--- src/inc/adcr_pkg.sv ---
package adcr_pkg;

	// Register offsets within book 0, page 0
	localparam logic [7:0] OFF_PAGE_SEL = 8'h00;
	localparam logic [7:0] OFF_CFG_ONE = 8'h02;
	localparam logic [7:0] OFF_CFG_TWO = 8'h03;
	localparam logic [7:0] OFF_PAGE_INC = 8'h0F;
	localparam logic [7:0] OFF_SIG_CH = 8'h28;
	localparam logic [7:0] OFF_CLK_DET = 8'h29;
	localparam logic [7:0] OFF_SER_OUT = 8'h30;
	localparam logic [7:0] OFF_CLK_STATUS = 8'h39;
	localparam logic [7:0] OFF_BOOK_SEL = 8'h7F;

	// Values after reset
	localparam logic [7:0] RST_CFG_ONE = 8'h00;
	localparam logic [7:0] RST_CFG_TWO = 8'h10;
	localparam logic [7:0] RST_PAGE_INC = 8'h00;
	localparam logic [7:0] RST_SIG_CH = 8'h00;
	localparam logic [7:0] RST_CLK_DET = 8'h00;
	localparam logic [7:0] RST_SER_OUT = 8'h00;

	// Field positions
	localparam int POS_SWF = 4;
	localparam int POS_BRIDGE = 2;
	localparam int POS_DSP_HOLD = 4;
	localparam int POS_MUTE = 3;
	localparam int POS_WRAP_DIS = 3;
	localparam int POS_RATIO = 4;
	localparam int POS_IGNORE = 2;

	// Error bit order, shared by ignore field and status
	localparam int ERR_MISS = 0;
	localparam int ERR_RATIO = 1;
	localparam int ERR_FS = 2;
	localparam int ERR_RANGE = 3;
	localparam int ERR_PLL = 4;

	// Field codes
	localparam logic [2:0] SWF_768K = 3'h0;
	localparam logic [2:0] SWF_384K = 3'h1;
	localparam logic [2:0] SWF_480K = 3'h3;
	localparam logic [2:0] SWF_576K = 3'h4;
	localparam logic [3:0] RATIO_32FS = 4'h3;
	localparam logic [3:0] RATIO_64FS = 4'h5;
	localparam logic [3:0] RATIO_128FS = 4'h7;
	localparam logic [3:0] RATIO_256FS = 4'h9;
	localparam logic [3:0] RATIO_512FS = 4'hB;
	localparam logic [3:0] RATE_AUTO = 4'h0;
	localparam logic [3:0] RATE_32K = 4'h6;
	localparam logic [3:0] RATE_44K1 = 4'h8;
	localparam logic [3:0] RATE_48K = 4'h9;
	localparam logic [3:0] RATE_88K2 = 4'hA;
	localparam logic [3:0] RATE_96K = 4'hB;

	// Auto-increment page walk
	localparam logic [6:0] PAGE_LAST_PTR = 7'h7F;
	localparam logic [6:0] PAGE_WRAP_PTR = 7'h08;

	// Timing at the internal clock
	localparam int CLK_PERIOD_PS = 4000;
	localparam int BITCLK_MAX_PERIOD_PS = 3906250;
	localparam int BITCLK_MIN_PERIOD_PS = 20000;
	localparam int BITCLK_MAX_PERIOD_CYC = BITCLK_MAX_PERIOD_PS / CLK_PERIOD_PS;
	localparam int BITCLK_MIN_PERIOD_CYC = (BITCLK_MIN_PERIOD_PS + CLK_PERIOD_PS - 1)
		/ CLK_PERIOD_PS;
	localparam int BITCLK_MISS_CYC = 2 * BITCLK_MAX_PERIOD_CYC;
	localparam int RATIO_MIN = 32;
	localparam int RATIO_MAX = 512;
	localparam int RAMP_STEP_CYC = 256;

	typedef enum logic [1:0] {
		MOD_STANDARD = 2'b00,
		MOD_LOW_IDLE = 2'b01,
		MOD_HYBRID = 2'b10
	} adcr_mod_t;

	typedef enum logic [1:0] {
		PWR_DEEP_SLEEP = 2'b00,
		PWR_SLEEP = 2'b01,
		PWR_HIGH_Z = 2'b10,
		PWR_PLAY = 2'b11
	} adcr_pwr_t;

	typedef enum logic [2:0] {
		ST_IDLE = 3'b000,
		ST_ADDR = 3'b001,
		ST_ADDR_ACK = 3'b010,
		ST_WR = 3'b011,
		ST_WR_ACK = 3'b100,
		ST_RD = 3'b101,
		ST_RD_ACK = 3'b110
	} adcr_port_t;

endpackage

--- src/inc/adcr_det_if.sv ---
interface adcr_det_if;
	logic [4:0] ignore;
	logic [3:0] rateSel;
	logic [4:0] errors;
	logic clockError;

	modport det (input ignore, input rateSel, output errors, output clockError);
	modport ctl (output ignore, output rateSel, input errors, input clockError);
endinterface

--- src/design/adcr_regs.sv ---
// Function
// - Switching frequency field picks 768, 384, 480 or 576 kHz; reserved codes held off.
// - Bridge bit: clear gives bridge-tied output, set gives parallel bridge output.
// - Modulation field: 0 standard, 1 low-idle, 2 hybrid.
// - DSP hold bit resets to one; clearing it releases the processor.
// - Mute bit ramps volume smoothly down; clearing ramps it back up.
// - Power field: 0 deep sleep, 1 sleep, 2 high impedance, 3 play.
// - Non-zero book page end goes to next page location 8, or wraps when disabled.
// - Ratio field encodes 32, 64, 128, 256 or 512 bit clocks per frame.
// - Rate field: auto or fixed 32 to 96 kHz; host matches actual rate.
// - PLL overrate flagged; ignore bit keeps it out of the clock error.
// - Bit clock outside 256 kHz to 50 MHz flagged; ignore bit keeps it out of the clock error.
// - Ignored frame-rate error still shows in status, not in clock error.
// - Bit clocks per frame outside 32 to 512 flagged; ignore bit keeps it out of the clock error.
// - Missing bit clock raises clock error unless ignored.
module adcr_regs #(
	parameter logic [6:0] DEV_ADDR = 7'h2C, // Arbitrary bus address
	parameter int CLK_FREQ_KHZ = 250000,
	parameter int RAMP_STEP = adcr_pkg::RAMP_STEP_CYC
) (
	input wire logic clk,
	input wire logic rst_b,
	input wire logic scl,
	input wire logic sda,
	output logic sdaDrv,
	output logic sdaOe,
	input wire logic bitClock,
	input wire logic frameClock,
	input wire logic pllOverrate,
	output logic [9:0] switchFreqKhz,
	output logic bridgeParallel,
	output adcr_pkg::adcr_mod_t modScheme,
	output logic dspHoldInReset,
	output logic [7:0] volumeGain,
	output adcr_pkg::adcr_pwr_t powerState,
	output logic [9:0] bitclkRatioFs,
	output logic [3:0] sampleRateSel,
	output logic [4:0] clockDetectStatus,
	output logic clockError
);
	logic sclM_q, sclS_q, sclP_q, sdaM_q, sdaS_q, sdaP_q;
	logic sclRise, sclFall, startCond, stopCond;
	adcr_pkg::adcr_port_t st_q, st_d;
	logic [3:0] cnt_q, cnt_d;
	logic [7:0] sh_q, sh_d, page_q, page_d, book_q, book_d, rdData, ptrByte;
	logic [6:0] ptr_q, ptr_d;
	logic rw_q, rw_d, ptrPend_q, ptrPend_d, oe_q, oe_d, wrEn, regWr;
	logic [14:0] loc;
	logic [7:0] cfgOne_q, cfgOne_d, cfgTwo_q, cfgTwo_d, pageInc_q, pageInc_d;
	logic [7:0] sigCh_q, sigCh_d, clkDet_q, clkDet_d;
	logic [9:0] swf_q, swf_d, ratio_q, ratio_d;
	adcr_pkg::adcr_mod_t mod_q, mod_d;
	logic [3:0] rate_q, rate_d;

	adcr_det_if detBus ();

	// Next page and location after one auto-increment step
	function automatic logic [14:0] nextLoc(input logic [7:0] book, input logic [7:0] page,
		input logic [6:0] ptr, input logic noWrap);
		if (ptr != adcr_pkg::PAGE_LAST_PTR) begin
			return {page, 7'(ptr + 7'h01)};
		end else if (book == 8'h00 || noWrap) begin
			return {page, 7'h00};
		end else begin
			return {8'(page + 8'h01), adcr_pkg::PAGE_WRAP_PTR};
		end
	endfunction

	function automatic logic [9:0] swfDecode(input logic [2:0] code, input logic [9:0] hold);
		case (code)
			adcr_pkg::SWF_768K: return 10'h300;
			adcr_pkg::SWF_384K: return 10'h180;
			adcr_pkg::SWF_480K: return 10'h1E0;
			adcr_pkg::SWF_576K: return 10'h240;
			default: return hold;
		endcase
	endfunction

	function automatic logic [9:0] ratioDecode(input logic [3:0] code, input logic [9:0] hold);
		case (code)
			adcr_pkg::RATIO_32FS: return 10'h020;
			adcr_pkg::RATIO_64FS: return 10'h040;
			adcr_pkg::RATIO_128FS: return 10'h080;
			adcr_pkg::RATIO_256FS: return 10'h100;
			adcr_pkg::RATIO_512FS: return 10'h200;
			default: return hold;
		endcase
	endfunction

	function automatic logic rateLegal(input logic [3:0] code);
		return code == adcr_pkg::RATE_AUTO || code == adcr_pkg::RATE_32K
			|| code == adcr_pkg::RATE_44K1 || code == adcr_pkg::RATE_48K
			|| code == adcr_pkg::RATE_88K2 || code == adcr_pkg::RATE_96K;
	endfunction

	// Control port pin synchronisers and bus conditions
	always_ff @(posedge clk or negedge rst_b) begin
		if (!rst_b) begin
			sclM_q <= 1'b1;
			sclS_q <= 1'b1;
			sclP_q <= 1'b1;
			sdaM_q <= 1'b1;
			sdaS_q <= 1'b1;
			sdaP_q <= 1'b1;
		end else begin
			sclM_q <= scl;
			sclS_q <= sclM_q;
			sclP_q <= sclS_q;
			sdaM_q <= sda;
			sdaS_q <= sdaM_q;
			sdaP_q <= sdaS_q;
		end
	end

	assign sclRise = sclS_q & ~sclP_q;
	assign sclFall = ~sclS_q & sclP_q;
	assign startCond = sclS_q & sclP_q & sdaP_q & ~sdaS_q;
	assign stopCond = sclS_q & sclP_q & ~sdaP_q & sdaS_q;
	assign ptrByte = {1'b0, ptr_q};
	assign loc = nextLoc(book_q, page_q, ptr_q, pageInc_q[adcr_pkg::POS_WRAP_DIS]);
	assign regWr = wrEn && book_q == 8'h00 && page_q == 8'h00;

	// Read mux
	always_comb begin
		rdData = 8'h00;
		if (ptrByte == adcr_pkg::OFF_PAGE_SEL) begin
			rdData = page_q;
		end else if (page_q == 8'h00 && ptrByte == adcr_pkg::OFF_BOOK_SEL) begin
			rdData = book_q;
		end else if (book_q != 8'h00 || page_q != 8'h00) begin
			rdData = 8'h00;
		end else if (ptrByte == adcr_pkg::OFF_CFG_ONE) begin
			rdData = cfgOne_q;
		end else if (ptrByte == adcr_pkg::OFF_CFG_TWO) begin
			rdData = cfgTwo_q;
		end else if (ptrByte == adcr_pkg::OFF_PAGE_INC) begin
			rdData = pageInc_q;
		end else if (ptrByte == adcr_pkg::OFF_SIG_CH) begin
			rdData = sigCh_q;
		end else if (ptrByte == adcr_pkg::OFF_CLK_DET) begin
			rdData = clkDet_q;
		end else if (ptrByte == adcr_pkg::OFF_SER_OUT) begin
			rdData = adcr_pkg::RST_SER_OUT;
		end else if (ptrByte == adcr_pkg::OFF_CLK_STATUS) begin
			rdData = {2'b00, detBus.clockError, detBus.errors};
		end
	end

	// Control port transaction engine
	always_comb begin
		st_d = st_q;
		cnt_d = cnt_q;
		sh_d = sh_q;
		rw_d = rw_q;
		ptrPend_d = ptrPend_q;
		ptr_d = ptr_q;
		page_d = page_q;
		book_d = book_q;
		oe_d = oe_q;
		wrEn = 1'b0;
		if (startCond) begin
			st_d = adcr_pkg::ST_ADDR;
			cnt_d = 4'h0;
			oe_d = 1'b0;
		end else if (stopCond) begin
			st_d = adcr_pkg::ST_IDLE;
			oe_d = 1'b0;
		end else begin
			case (st_q)
				adcr_pkg::ST_ADDR, adcr_pkg::ST_WR: begin
					if (sclRise) begin
						sh_d = {sh_q[6:0], sdaS_q};
						cnt_d = 4'(cnt_q + 4'h1);
					end else if (sclFall && cnt_q == 4'h8) begin
						cnt_d = 4'h0;
						if (st_q == adcr_pkg::ST_WR) begin
							st_d = adcr_pkg::ST_WR_ACK;
							oe_d = 1'b1;
							if (ptrPend_q) begin
								ptr_d = sh_q[6:0];
								ptrPend_d = 1'b0;
							end else begin
								wrEn = 1'b1;
								{page_d, ptr_d} = loc;
								if (ptrByte == adcr_pkg::OFF_PAGE_SEL) begin
									page_d = sh_q;
								end else if (page_q == 8'h00 && ptrByte == adcr_pkg::OFF_BOOK_SEL) begin
									book_d = sh_q;
								end
							end
						end else if (sh_q[7:1] == DEV_ADDR) begin
							st_d = adcr_pkg::ST_ADDR_ACK;
							oe_d = 1'b1;
							rw_d = sh_q[0];
							ptrPend_d = ~sh_q[0];
						end else begin
							st_d = adcr_pkg::ST_IDLE;
						end
					end
				end
				adcr_pkg::ST_ADDR_ACK, adcr_pkg::ST_WR_ACK: begin
					if (sclFall) begin
						oe_d = 1'b0;
						st_d = adcr_pkg::ST_WR;
						if (rw_q) begin
							sh_d = rdData;
							oe_d = ~rdData[7];
							st_d = adcr_pkg::ST_RD;
						end
					end
				end
				adcr_pkg::ST_RD: begin
					if (sclRise) begin
						cnt_d = 4'(cnt_q + 4'h1);
					end else if (sclFall && cnt_q == 4'h8) begin
						oe_d = 1'b0;
						cnt_d = 4'h0;
						{page_d, ptr_d} = loc;
						st_d = adcr_pkg::ST_RD_ACK;
					end else if (sclFall) begin
						sh_d = {sh_q[6:0], 1'b0};
						oe_d = ~sh_q[6];
					end
				end
				adcr_pkg::ST_RD_ACK: begin
					if (sclRise && sdaS_q) begin
						st_d = adcr_pkg::ST_IDLE;
					end else if (sclFall) begin
						sh_d = rdData;
						oe_d = ~rdData[7];
						st_d = adcr_pkg::ST_RD;
					end
				end
				default: begin
					st_d = adcr_pkg::ST_IDLE;
				end
			endcase
		end
	end

	always_ff @(posedge clk or negedge rst_b) begin
		if (!rst_b) begin
			st_q <= adcr_pkg::ST_IDLE;
			cnt_q <= 4'h0;
			sh_q <= 8'h00;
			rw_q <= 1'b0;
			ptrPend_q <= 1'b0;
			ptr_q <= 7'h00;
			page_q <= 8'h00;
			book_q <= 8'h00;
			oe_q <= 1'b0;
		end else begin
			st_q <= st_d;
			cnt_q <= cnt_d;
			sh_q <= sh_d;
			rw_q <= rw_d;
			ptrPend_q <= ptrPend_d;
			ptr_q <= ptr_d;
			page_q <= page_d;
			book_q <= book_d;
			oe_q <= oe_d;
		end
	end

	// Register bank writes; reserved codes keep the last legal setting
	always_comb begin
		cfgOne_d = cfgOne_q;
		cfgTwo_d = cfgTwo_q;
		pageInc_d = pageInc_q;
		sigCh_d = sigCh_q;
		clkDet_d = clkDet_q;
		swf_d = swf_q;
		mod_d = mod_q;
		ratio_d = ratio_q;
		rate_d = rate_q;
		if (regWr && ptrByte == adcr_pkg::OFF_CFG_ONE) begin
			cfgOne_d = sh_q;
			swf_d = swfDecode(sh_q[adcr_pkg::POS_SWF +: 3], swf_q);
			if (sh_q[1:0] != 2'b11) begin
				mod_d = adcr_pkg::adcr_mod_t'(sh_q[1:0]);
			end
		end else if (regWr && ptrByte == adcr_pkg::OFF_CFG_TWO) begin
			cfgTwo_d = sh_q;
		end else if (regWr && ptrByte == adcr_pkg::OFF_PAGE_INC) begin
			pageInc_d = sh_q;
		end else if (regWr && ptrByte == adcr_pkg::OFF_SIG_CH) begin
			sigCh_d = sh_q;
			ratio_d = ratioDecode(sh_q[adcr_pkg::POS_RATIO +: 4], ratio_q);
			if (rateLegal(sh_q[3:0])) begin
				rate_d = sh_q[3:0];
			end
		end else if (regWr && ptrByte == adcr_pkg::OFF_CLK_DET) begin
			clkDet_d = sh_q;
		end
	end

	always_ff @(posedge clk or negedge rst_b) begin
		if (!rst_b) begin
			cfgOne_q <= adcr_pkg::RST_CFG_ONE;
			cfgTwo_q <= adcr_pkg::RST_CFG_TWO;
			pageInc_q <= adcr_pkg::RST_PAGE_INC;
			sigCh_q <= adcr_pkg::RST_SIG_CH;
			clkDet_q <= adcr_pkg::RST_CLK_DET;
			swf_q <= 10'h300;
			mod_q <= adcr_pkg::MOD_STANDARD;
			ratio_q <= 10'h000;
			rate_q <= adcr_pkg::RATE_AUTO;
		end else begin
			cfgOne_q <= cfgOne_d;
			cfgTwo_q <= cfgTwo_d;
			pageInc_q <= pageInc_d;
			sigCh_q <= sigCh_d;
			clkDet_q <= clkDet_d;
			swf_q <= swf_d;
			mod_q <= mod_d;
			ratio_q <= ratio_d;
			rate_q <= rate_d;
		end
	end

	assign detBus.ignore = clkDet_q[adcr_pkg::POS_IGNORE +: 5];
	assign detBus.rateSel = rate_q;

	adcr_clk_detect #(.CLK_FREQ_KHZ(CLK_FREQ_KHZ)) uDetect (
		.clk(clk),
		.rst_b(rst_b),
		.bitClock(bitClock),
		.frameClock(frameClock),
		.pllOverrate(pllOverrate),
		.det(detBus.det)
	);

	adcr_mute_ramp #(.STEP_CYC(RAMP_STEP)) uRamp (
		.clk(clk),
		.rst_b(rst_b),
		.mute(cfgTwo_q[adcr_pkg::POS_MUTE]),
		.gain(volumeGain)
	);

	assign sdaDrv = 1'b0;
	assign sdaOe = oe_q;
	assign switchFreqKhz = swf_q;
	assign bridgeParallel = cfgOne_q[adcr_pkg::POS_BRIDGE];
	assign modScheme = mod_q;
	assign dspHoldInReset = cfgTwo_q[adcr_pkg::POS_DSP_HOLD];
	assign powerState = adcr_pkg::adcr_pwr_t'(cfgTwo_q[1:0]);
	assign bitclkRatioFs = ratio_q;
	assign sampleRateSel = rate_q;
	assign clockDetectStatus = detBus.errors;
	assign clockError = detBus.clockError;

	AST_SWF_384: assert property (@(posedge clk) disable iff (!rst_b)
		(regWr && ptrByte == adcr_pkg::OFF_CFG_ONE && sh_q[6:4] == 3'h1) |=> switchFreqKhz == 10'h180)
		else $error("Switching frequency code one not decoded");

	AST_SWF_RESERVED: assert property (@(posedge clk) disable iff (!rst_b)
		(regWr && ptrByte == adcr_pkg::OFF_CFG_ONE && sh_q[6:4] == 3'h2) |=> $stable(switchFreqKhz))
		else $error("Reserved switching code changed frequency");

	AST_BRIDGE: assert property (@(posedge clk) disable iff (!rst_b)
		(regWr && ptrByte == adcr_pkg::OFF_CFG_ONE) |=> bridgeParallel == $past(sh_q[2]))
		else $error("Bridge mode does not follow write");

	AST_HYBRID: assert property (@(posedge clk) disable iff (!rst_b)
		(regWr && ptrByte == adcr_pkg::OFF_CFG_ONE && sh_q[1:0] == 2'b10) |=> modScheme == adcr_pkg::MOD_HYBRID)
		else $error("Hybrid modulation not selected");

	AST_DSP_RELEASE: assert property (@(posedge clk) disable iff (!rst_b)
		(regWr && ptrByte == adcr_pkg::OFF_CFG_TWO && !sh_q[4]) |=> !dspHoldInReset)
		else $error("DSP hold not released");

	AST_PLAY: assert property (@(posedge clk) disable iff (!rst_b)
		(regWr && ptrByte == adcr_pkg::OFF_CFG_TWO && sh_q[1:0] == 2'b11) |=> powerState == adcr_pkg::PWR_PLAY)
		else $error("Play state not entered");

	AST_PAGE_ADVANCE: assert property (@(posedge clk) disable iff (!rst_b)
		(wrEn && book_q != 8'h00 && ptr_q == 7'h7F && !pageInc_q[3])
		|=> (ptr_q == 7'h08 && page_q == 8'($past(page_q) + 8'h01)))
		else $error("Page end did not advance to next page");

	AST_RATIO_512: assert property (@(posedge clk) disable iff (!rst_b)
		(regWr && ptrByte == adcr_pkg::OFF_SIG_CH && sh_q[7:4] == 4'hB) |=> bitclkRatioFs == 10'h200)
		else $error("Ratio code not decoded");

	AST_RATE_RESERVED: assert property (@(posedge clk) disable iff (!rst_b)
		(regWr && ptrByte == adcr_pkg::OFF_SIG_CH && sh_q[3:0] == 4'h7) |=> $stable(sampleRateSel))
		else $error("Reserved rate code accepted");
endmodule

--- src/design/adcr_mute_ramp.sv ---
module adcr_mute_ramp #(
	parameter int STEP_CYC = adcr_pkg::RAMP_STEP_CYC
) (
	input wire logic clk,
	input wire logic rst_b,
	input wire logic mute,
	output logic [7:0] gain
);
	logic [15:0] div_q, div_d;
	logic [7:0] gain_q, gain_d;
	logic tick;

	assign tick = (div_q == 16'(STEP_CYC - 1));
	assign gain = gain_q;

	// Gain walks one step per tick toward silence or full scale
	always_comb begin
		div_d = tick ? 16'h0000 : 16'(div_q + 16'h0001);
		gain_d = gain_q;
		if (tick && mute && gain_q != 8'h00) begin
			gain_d = 8'(gain_q - 8'h01);
		end else if (tick && !mute && gain_q != 8'hFF) begin
			gain_d = 8'(gain_q + 8'h01);
		end
	end

	always_ff @(posedge clk or negedge rst_b) begin
		if (!rst_b) begin
			div_q <= 16'h0000;
			gain_q <= 8'h00;
		end else begin
			div_q <= div_d;
			gain_q <= gain_d;
		end
	end

	AST_MUTE_NO_RISE: assert property (@(posedge clk) disable iff (!rst_b)
		mute |=> gain_q <= $past(gain_q))
		else $error("Gain rose while muted");

	AST_MUTE_STEP_DOWN: assert property (@(posedge clk) disable iff (!rst_b)
		(mute && tick && gain_q != 8'h00) |=> gain_q == 8'($past(gain_q) - 8'h01))
		else $error("Muted gain did not step down by one");
endmodule

--- src/design/adcr_clk_detect.sv ---
module adcr_clk_detect #(
	parameter int CLK_FREQ_KHZ = 250000
) (
	input wire logic clk,
	input wire logic rst_b,
	input wire logic bitClock,
	input wire logic frameClock,
	input wire logic pllOverrate,
	adcr_det_if.det det
);
	logic [2:0] bSy_q, fSy_q;
	logic [1:0] pSy_q;
	logic [11:0] bPer_q, bPer_d;
	logic [15:0] fPer_q, fPer_d;
	logic [10:0] cnt_q, cnt_d;
	logic [4:0] err_q, err_d;
	logic ce_q, ce_d;
	logic bRise, fRise;

	function automatic logic [15:0] frameCyc(input logic [3:0] code);
		case (code)
			adcr_pkg::RATE_32K: return 16'(CLK_FREQ_KHZ * 1000 / 32000);
			adcr_pkg::RATE_44K1: return 16'(CLK_FREQ_KHZ * 1000 / 44100);
			adcr_pkg::RATE_48K: return 16'(CLK_FREQ_KHZ * 1000 / 48000);
			adcr_pkg::RATE_88K2: return 16'(CLK_FREQ_KHZ * 1000 / 88200);
			adcr_pkg::RATE_96K: return 16'(CLK_FREQ_KHZ * 1000 / 96000);
			default: return 16'h0000;
		endcase
	endfunction

	// Frame period window: one eighth either side, or the whole range in auto mode
	function automatic logic frameOk(input logic [15:0] per, input logic [3:0] code);
		logic [15:0] lo;
		logic [15:0] hi;
		lo = frameCyc(adcr_pkg::RATE_96K);
		hi = frameCyc(adcr_pkg::RATE_32K);
		if (frameCyc(code) != 16'h0000) begin
			lo = frameCyc(code);
			hi = frameCyc(code);
		end
		return (per >= 16'(lo - (lo >> 3))) && (per <= 16'(hi + (hi >> 3)));
	endfunction

	assign bRise = bSy_q[1] & ~bSy_q[2];
	assign fRise = fSy_q[1] & ~fSy_q[2];
	assign det.errors = err_q;
	assign det.clockError = ce_q;

	always_comb begin
		bPer_d = (bPer_q == 12'hFFF) ? bPer_q : 12'(bPer_q + 12'h001);
		fPer_d = (fPer_q == 16'hFFFF) ? fPer_q : 16'(fPer_q + 16'h0001);
		cnt_d = cnt_q;
		err_d = err_q;
		if (bRise) begin
			err_d[adcr_pkg::ERR_RANGE] = (bPer_q < 12'(adcr_pkg::BITCLK_MIN_PERIOD_CYC))
				|| (bPer_q > 12'(adcr_pkg::BITCLK_MAX_PERIOD_CYC));
			err_d[adcr_pkg::ERR_MISS] = 1'b0;
			bPer_d = 12'h001;
			cnt_d = (cnt_q == 11'h7FF) ? cnt_q : 11'(cnt_q + 11'h001);
		end else if (bPer_q >= 12'(adcr_pkg::BITCLK_MISS_CYC)) begin
			err_d[adcr_pkg::ERR_MISS] = 1'b1;
		end
		if (fRise) begin
			err_d[adcr_pkg::ERR_RATIO] = (cnt_q < 11'(adcr_pkg::RATIO_MIN))
				|| (cnt_q > 11'(adcr_pkg::RATIO_MAX));
			err_d[adcr_pkg::ERR_FS] = !frameOk(fPer_q, det.rateSel);
			fPer_d = 16'h0001;
			cnt_d = bRise ? 11'h001 : 11'h000;
		end
		err_d[adcr_pkg::ERR_PLL] = pSy_q[1];
		ce_d = |(err_q & ~det.ignore);
	end

	always_ff @(posedge clk or negedge rst_b) begin
		if (!rst_b) begin
			bSy_q <= 3'h0;
			fSy_q <= 3'h0;
			pSy_q <= 2'h0;
			bPer_q <= 12'h000;
			fPer_q <= 16'h0000;
			cnt_q <= 11'h000;
			err_q <= 5'h00;
			ce_q <= 1'b0;
		end else begin
			bSy_q <= {bSy_q[1:0], bitClock};
			fSy_q <= {fSy_q[1:0], frameClock};
			pSy_q <= {pSy_q[0], pllOverrate};
			bPer_q <= bPer_d;
			fPer_q <= fPer_d;
			cnt_q <= cnt_d;
			err_q <= err_d;
			ce_q <= ce_d;
		end
	end

	AST_PLL_IGNORED: assert property (@(posedge clk) disable iff (!rst_b)
		(err_q == 5'h10 && det.ignore[adcr_pkg::ERR_PLL]) |=> !ce_q)
		else $error("Ignored PLL overrate raised clock error");

	AST_RANGE_SLOW: assert property (@(posedge clk) disable iff (!rst_b)
		(bRise && bPer_q > 12'(adcr_pkg::BITCLK_MAX_PERIOD_CYC)) |=> err_q[adcr_pkg::ERR_RANGE])
		else $error("Slow bit clock not flagged");

	AST_FS_REPORTED: assert property (@(posedge clk) disable iff (!rst_b)
		(err_q == 5'h04 && det.ignore == 5'h04) |=> (!ce_q && det.errors[adcr_pkg::ERR_FS]))
		else $error("Ignored frame error handled wrongly");

	AST_RATIO_LOW: assert property (@(posedge clk) disable iff (!rst_b)
		(fRise && cnt_q < 11'(adcr_pkg::RATIO_MIN)) |=> err_q[adcr_pkg::ERR_RATIO])
		else $error("Low bit clock ratio not flagged");

	AST_MISS_FLAG: assert property (@(posedge clk) disable iff (!rst_b)
		(!bRise && bPer_q >= 12'(adcr_pkg::BITCLK_MISS_CYC)) |=> ##1 (ce_q || det.ignore[0]))
		else $error("Missing bit clock gave no clock error");
endmodule

--- config.mk ---
export PLATFORM = sky130hd
export DESIGN_NAME = adcr_regs
export DESIGN_NICKNAME = d
export VERILOG_FILES = /design/src/inc/adcr_pkg.sv /design/src/inc/adcr_det_if.sv /design/src/design/adcr_regs.sv /design/src/design/adcr_mute_ramp.sv /design/src/design/adcr_clk_detect.sv
export SDC_FILE = /design/constraint.sdc
export NUM_CORES = 1
export LEC_CHECK = 0
export BUFFER_PORTS_ARGS = -buffer_cell sky130_fd_sc_hd__buf_4
export CAP_MARGIN = 10
export CORE_MARGIN = 2
export CORE_UTILIZATION = 35
export CTS_BUF_LIST = sky130_fd_sc_hd__clkbuf_2 sky130_fd_sc_hd__clkbuf_4 sky130_fd_sc_hd__clkbuf_8
export DETAILED_ROUTE_END_ITERATION = 8
export PLACE_DENSITY = 0.61
export SLEW_MARGIN = 20
export SYNTH_ARGS = -nofsm -noshare
export SYNTH_HDL_FRONTEND = slang
export SYNTH_SLANG_ARGS = --single-unit
--- constraint.sdc ---
create_clock -name clk -period 5.2 [get_ports clk]
set_clock_uncertainty 0.1 [all_clocks]
set_input_delay 0.78 -clock clk [delete_from_list [all_inputs] [get_ports clk]]
set_output_delay 0.78 -clock clk [all_outputs]
set_load 0.01 [all_outputs]
==> impl_metrics.py <==
metrics = {
    "clock_tree": {
        "clkTransAtPathRegs_ns": 0.10,
        "clockBufferDepth": 2,
        "cts_resized": 0,
        "cts_hold_buf": 0,
        "root_buffer": "clkbuf_8",
        "clk_latency_ns": 0.48,
        "cts_buffers": 17,
        "cts.sinks": 180,
        "htreeDepth": 4,
        "cts_tree": "yes",
        "cts_setup_buffers": 0,
    },
    "worst_setup_path": {
        "crit_path_start_kind": "flip-flop",
        "crit_arrival_ns": 5.05,
        "worstSetupEndpointType": "flip-flop",
        "rrSetupSlack_ns": 0.43,
        "crit_fanout": 7,
        "worstRegToRegCells": 20,
        "required_ns": 5.49,
        "slowest_stage": "a311oi_1",
        "cpPeakStageDelay_ns": 0.44,
        "crit_path_end": "uDetect.det.errors[2]",
        "critPathMostFrequentCell": "nand2_1",
        "path_class": "flip-flop to flip-flop",
        "critPathLaunch": "sampleRateSel[2]",
        "r2r_start": "sampleRateSel[2]",
        "r2r_end": "uDetect.det.errors[2]",
        "path_cells": "and2b_1 -> nand2_1 -> nor2_2 -> inv_1 -> nand2_1 -> inv_1 -> ha_1 -> nand2_1 -> a311oi_1 -> o211ai_1 -> o21bai_1 -> a21oi_1 -> xnor2_1 -> ha_1 -> nand2_1 -> or4_1 -> nor2_1 -> o21a_1 -> o21ai_0 -> a31oi_1",
    },
    "cells_and_area": {
        "drive_above_1_share": 0.120,
        "fin_nets": 1322,
        "antennaDiodeCount": 0,
        "final_cells": 1660,
        "area_delta_synth_final_pct": 9.83,
    },
    "logic_synthesis": {
        "syn_inst": 1229,
        "synthArstFlopShare": 1.00,
        "synth.top_cell.area_share": 0.382,
        "yosys.area.top_type": "dfrtp_1",
        "ys_seq_area_frac": 0.403,
        "yosys_warnings": 0,
        "syn_avg_cell_area_um2": 9.12,
        "synth.area.top_cells": "dfrtp_1 38%, ha_1 7.5%, nand2_1 4.1%",
        "synthDistinctLibCells": 90,
        "syn-cell-area_um2": 11200,
        "synth.ff_latch_count": 180,
        "synth_edf_count": 0,
        "synth_flop_cell": "dfrtp_1",
    },
    "sta": {
        "maxSlewViolCount": 0,
        "rsz0062_at_grt": "no",
        "fin_ws_ns": 0.435,
        "setup_viol": 0,
        "hold_violations": 0,
        "worst_pin_slew_ns": 0.955,
        "finalCriticalPeriod_ns": 4.77,
        "period_share": 0.916,
        "max_slew_margin": 0.363,
        "tns_ns": 0,
        "hold_ws_ns": 0.246,
        "fmax_mhz": 210,
    },
    "floorplan": {
        "die_h_um": 183,
        "die_w_um": 183,
        "io_pins": 53,
        "num_rows": 65,
        "start_util": 0.355,
        "die_area_um2": 33500,
        "core_area_um2": 31600,
    },
    "route": {
        "ant_nets": 0,
        "wl_mm": 27.2,
        "first_iter_violations": 719,
        "drc": 0,
        "wl_per_cell_um": 16.4,
        "vias": 9095,
        "firstDrtPassIters": 5,
        "routed_via_density": 5.48,
    },
    "job": {
        "drv_cap": 0,
    },
    "place": {
        "routabilityCongestion": 0.870,
        "place_worst_setup_slack_ns": 0.318,
        "io_buffers": 41,
        "post-place-cells": 1628,
        "place_hpwl_mm": 19.4,
    },
    "grt": {
        "grt_pass1_vias": 8786,
        "gr-usage-all-layers": 0.168,
        "grt-ovfl-total": 0,
        "antenna_found_initial": 0,
        "grt_pass1_wl_mm": 45.3,
        "grt_max_degree": 106,
    },
    "power_and_ir_drop": {
        "ir_drop_mv": 0.161,
        "clockPowerShare": 0.339,
        "p_switching_mw": 1.08,
        "p_int_mw": 2.30,
        "finalPower_mw": 3.38,
        "pwr-share-comb": 0.154,
        "swShare": 0.319,
        "p_leak_nw": 5.60,
        "powerDensity_nw_per_um2": 275,
        "p_seq_frac": 0.507,
    },
    "min_path": {
        "hp-class": "flip-flop to flip-flop",
        "hold_depth": 0,
    },
    "run_status": {
        "status": "finished, final reports clean",
    },
}
## metrics by stage
step | utilization | instance area, um2
global route | 0.390 | 12300
CTS | 0.390 | 12300
global placement | 0.375 | 11800
detailed placement | 0.375 | 11800
floorplan | - | 11200
finish | 0.390 | 12300
## layout by cell type, fill, tap and decap left out, types with 32 or more instances in the layout
| cell type | synthesis | routed |
|---|---|---|
| nand2_1 | 123 | 123 |
| dfrtp_1 | 171 | 171 |
| inv_1 | 60 | 60 |
| nand3_1 | 44 | 44 |
| nor2_1 | 111 | 110 |
| xnor2_1 | 36 | 36 |
| mux2_2 | 32 | 32 |
| ha_1 | 67 | 67 |
| a21oi_1 | 81 | 81 |
| buf_4 | 14 | 47 |
| o21ai_0 | 66 | 66 |
## final cells by class
class	count	area, um2
well taps	402	503
flip-flops and latches	180	4520
clock inverters	11	199
clock buffers	21	277
repair buffers	49	387
fillers	3137	19200
inverters	63	236
multi-input cells	934	6190
## worst min-delay path by stage
stage	startpoint	endpoint	slack (ns)
after floorplan	uDetect.bSy_q[0]	uDetect.bSy_q[1]	0.23
after global routing	uDetect.pSy_q[0]	uDetect.pSy_q[1]	0.26
after global placement	uDetect.pSy_q[1]	uDetect.det.errors[4]	0.23
final	uDetect.pSy_q[0]	uDetect.pSy_q[1]	0.25
after detailed placement	uDetect.pSy_q[1]	uDetect.det.errors[4]	0.24
after CTS	uDetect.pSy_q[0]	uDetect.pSy_q[1]	0.24
## cells by family (layout without fill, tap and decap cells)
logic type | Yosys count | after routing | synth area share
and+or+nand+nor | 451 | 451 | 0.207
AOI/OAI and AO/OA | 290 | 290 | 0.165
buffers and inverters | 127 | 144 | 0.0494
other | 2 | 14 | 0.000670
adders and majority gates | 71 | 71 | 0.0811
muxes | 46 | 46 | 0.0447
xor gates and xnor gates | 62 | 62 | 0.0485
DFF | 180 | 180 | 0.403
## power groups by stage
stage	Combinational (mW)	Sequential [mW]	Clock, mW
after global routing	0.598	1.73	1.23
after global placement	0.513	1.73	0
after floorplan	0.475	1.57	0
final	0.521	1.71	1.14
after CTS	0.522	1.71	1.18
after detailed placement	0.519	1.74	0
## critical path, delay by kind of cell (launching register included)
kind | cells | cell delay (ns)
and+or+nand+nor | 8 | 1.78
xor gates and xnor gates | 1 | 0.13
DFF | 1 | 0.43
AOI/OAI and AO/OA | 7 | 1.37
buffers and inverters | 2 | 0.29
adders and majority gates | 2 | 0.59
## Yosys cell counts (6+ instances only)
cell type    n
a21o_1      15
a21oi_1     81
a31oi_1     12
and2_1      14
and3_1      13
and4_1       8
buf_2       13
buf_4       14
clkbuf_1    35
dfrtp_1    171
dfstp_2      9
ha_1        67
inv_1       60
mux2_2      32
mux2i_1     14
nand2_1    123
nand2b_1     7
nand3_1     44
nand3b_1     6
nand4_1     23
nor2_1     111
nor2b_1     14
nor3_1      26
nor3b_1      6
nor4_1      14
o211ai_1     9
o21ai_0     66
o21ai_1     11
o21bai_1     6
o22ai_1     10
o31ai_1     11
or3_1        9
or4_1        7
xnor2_1     36
xor2_1      26
## state kept, by name (all words and copies together), names as in the netlist, 3 cells and up
| signal | count |
|---|---|
| sh_q | 8 |
| pageInc_q | 8 |
| uDetect.bPer_q | 12 |
| clkDet_q | 8 |
| cnt_q | 4 |
| switchFreqKhz | 5 |
| page_q | 8 |
| uDetect.fPer_q | 16 |
| book_q | 8 |
| uDetect.det.errors | 5 |
| uRamp.div_q | 16 |
| cfgTwo_q | 8 |
| uRamp.gain | 8 |
| uDetect.bSy_q | 3 |
| sigCh_q | 8 |
| uDetect.fSy_q | 3 |
| uDetect.cnt_q | 11 |
| bitclkRatioFs | 5 |
| cfgOne_q | 8 |
| st_q | 3 |
| ptr_q | 7 |
| sampleRateSel | 4 |
## layer usage
layer,vias up,GRT usage,share of wire
met5,-,0,0
met4,0,0.0461,0.015
met3,27,0.0266,0.040
met2,199,0.277,0.47
met1,4448,0.228,0.47
li1,4421,-,-
No activity file was read; power rests on OpenSTA's default activity.
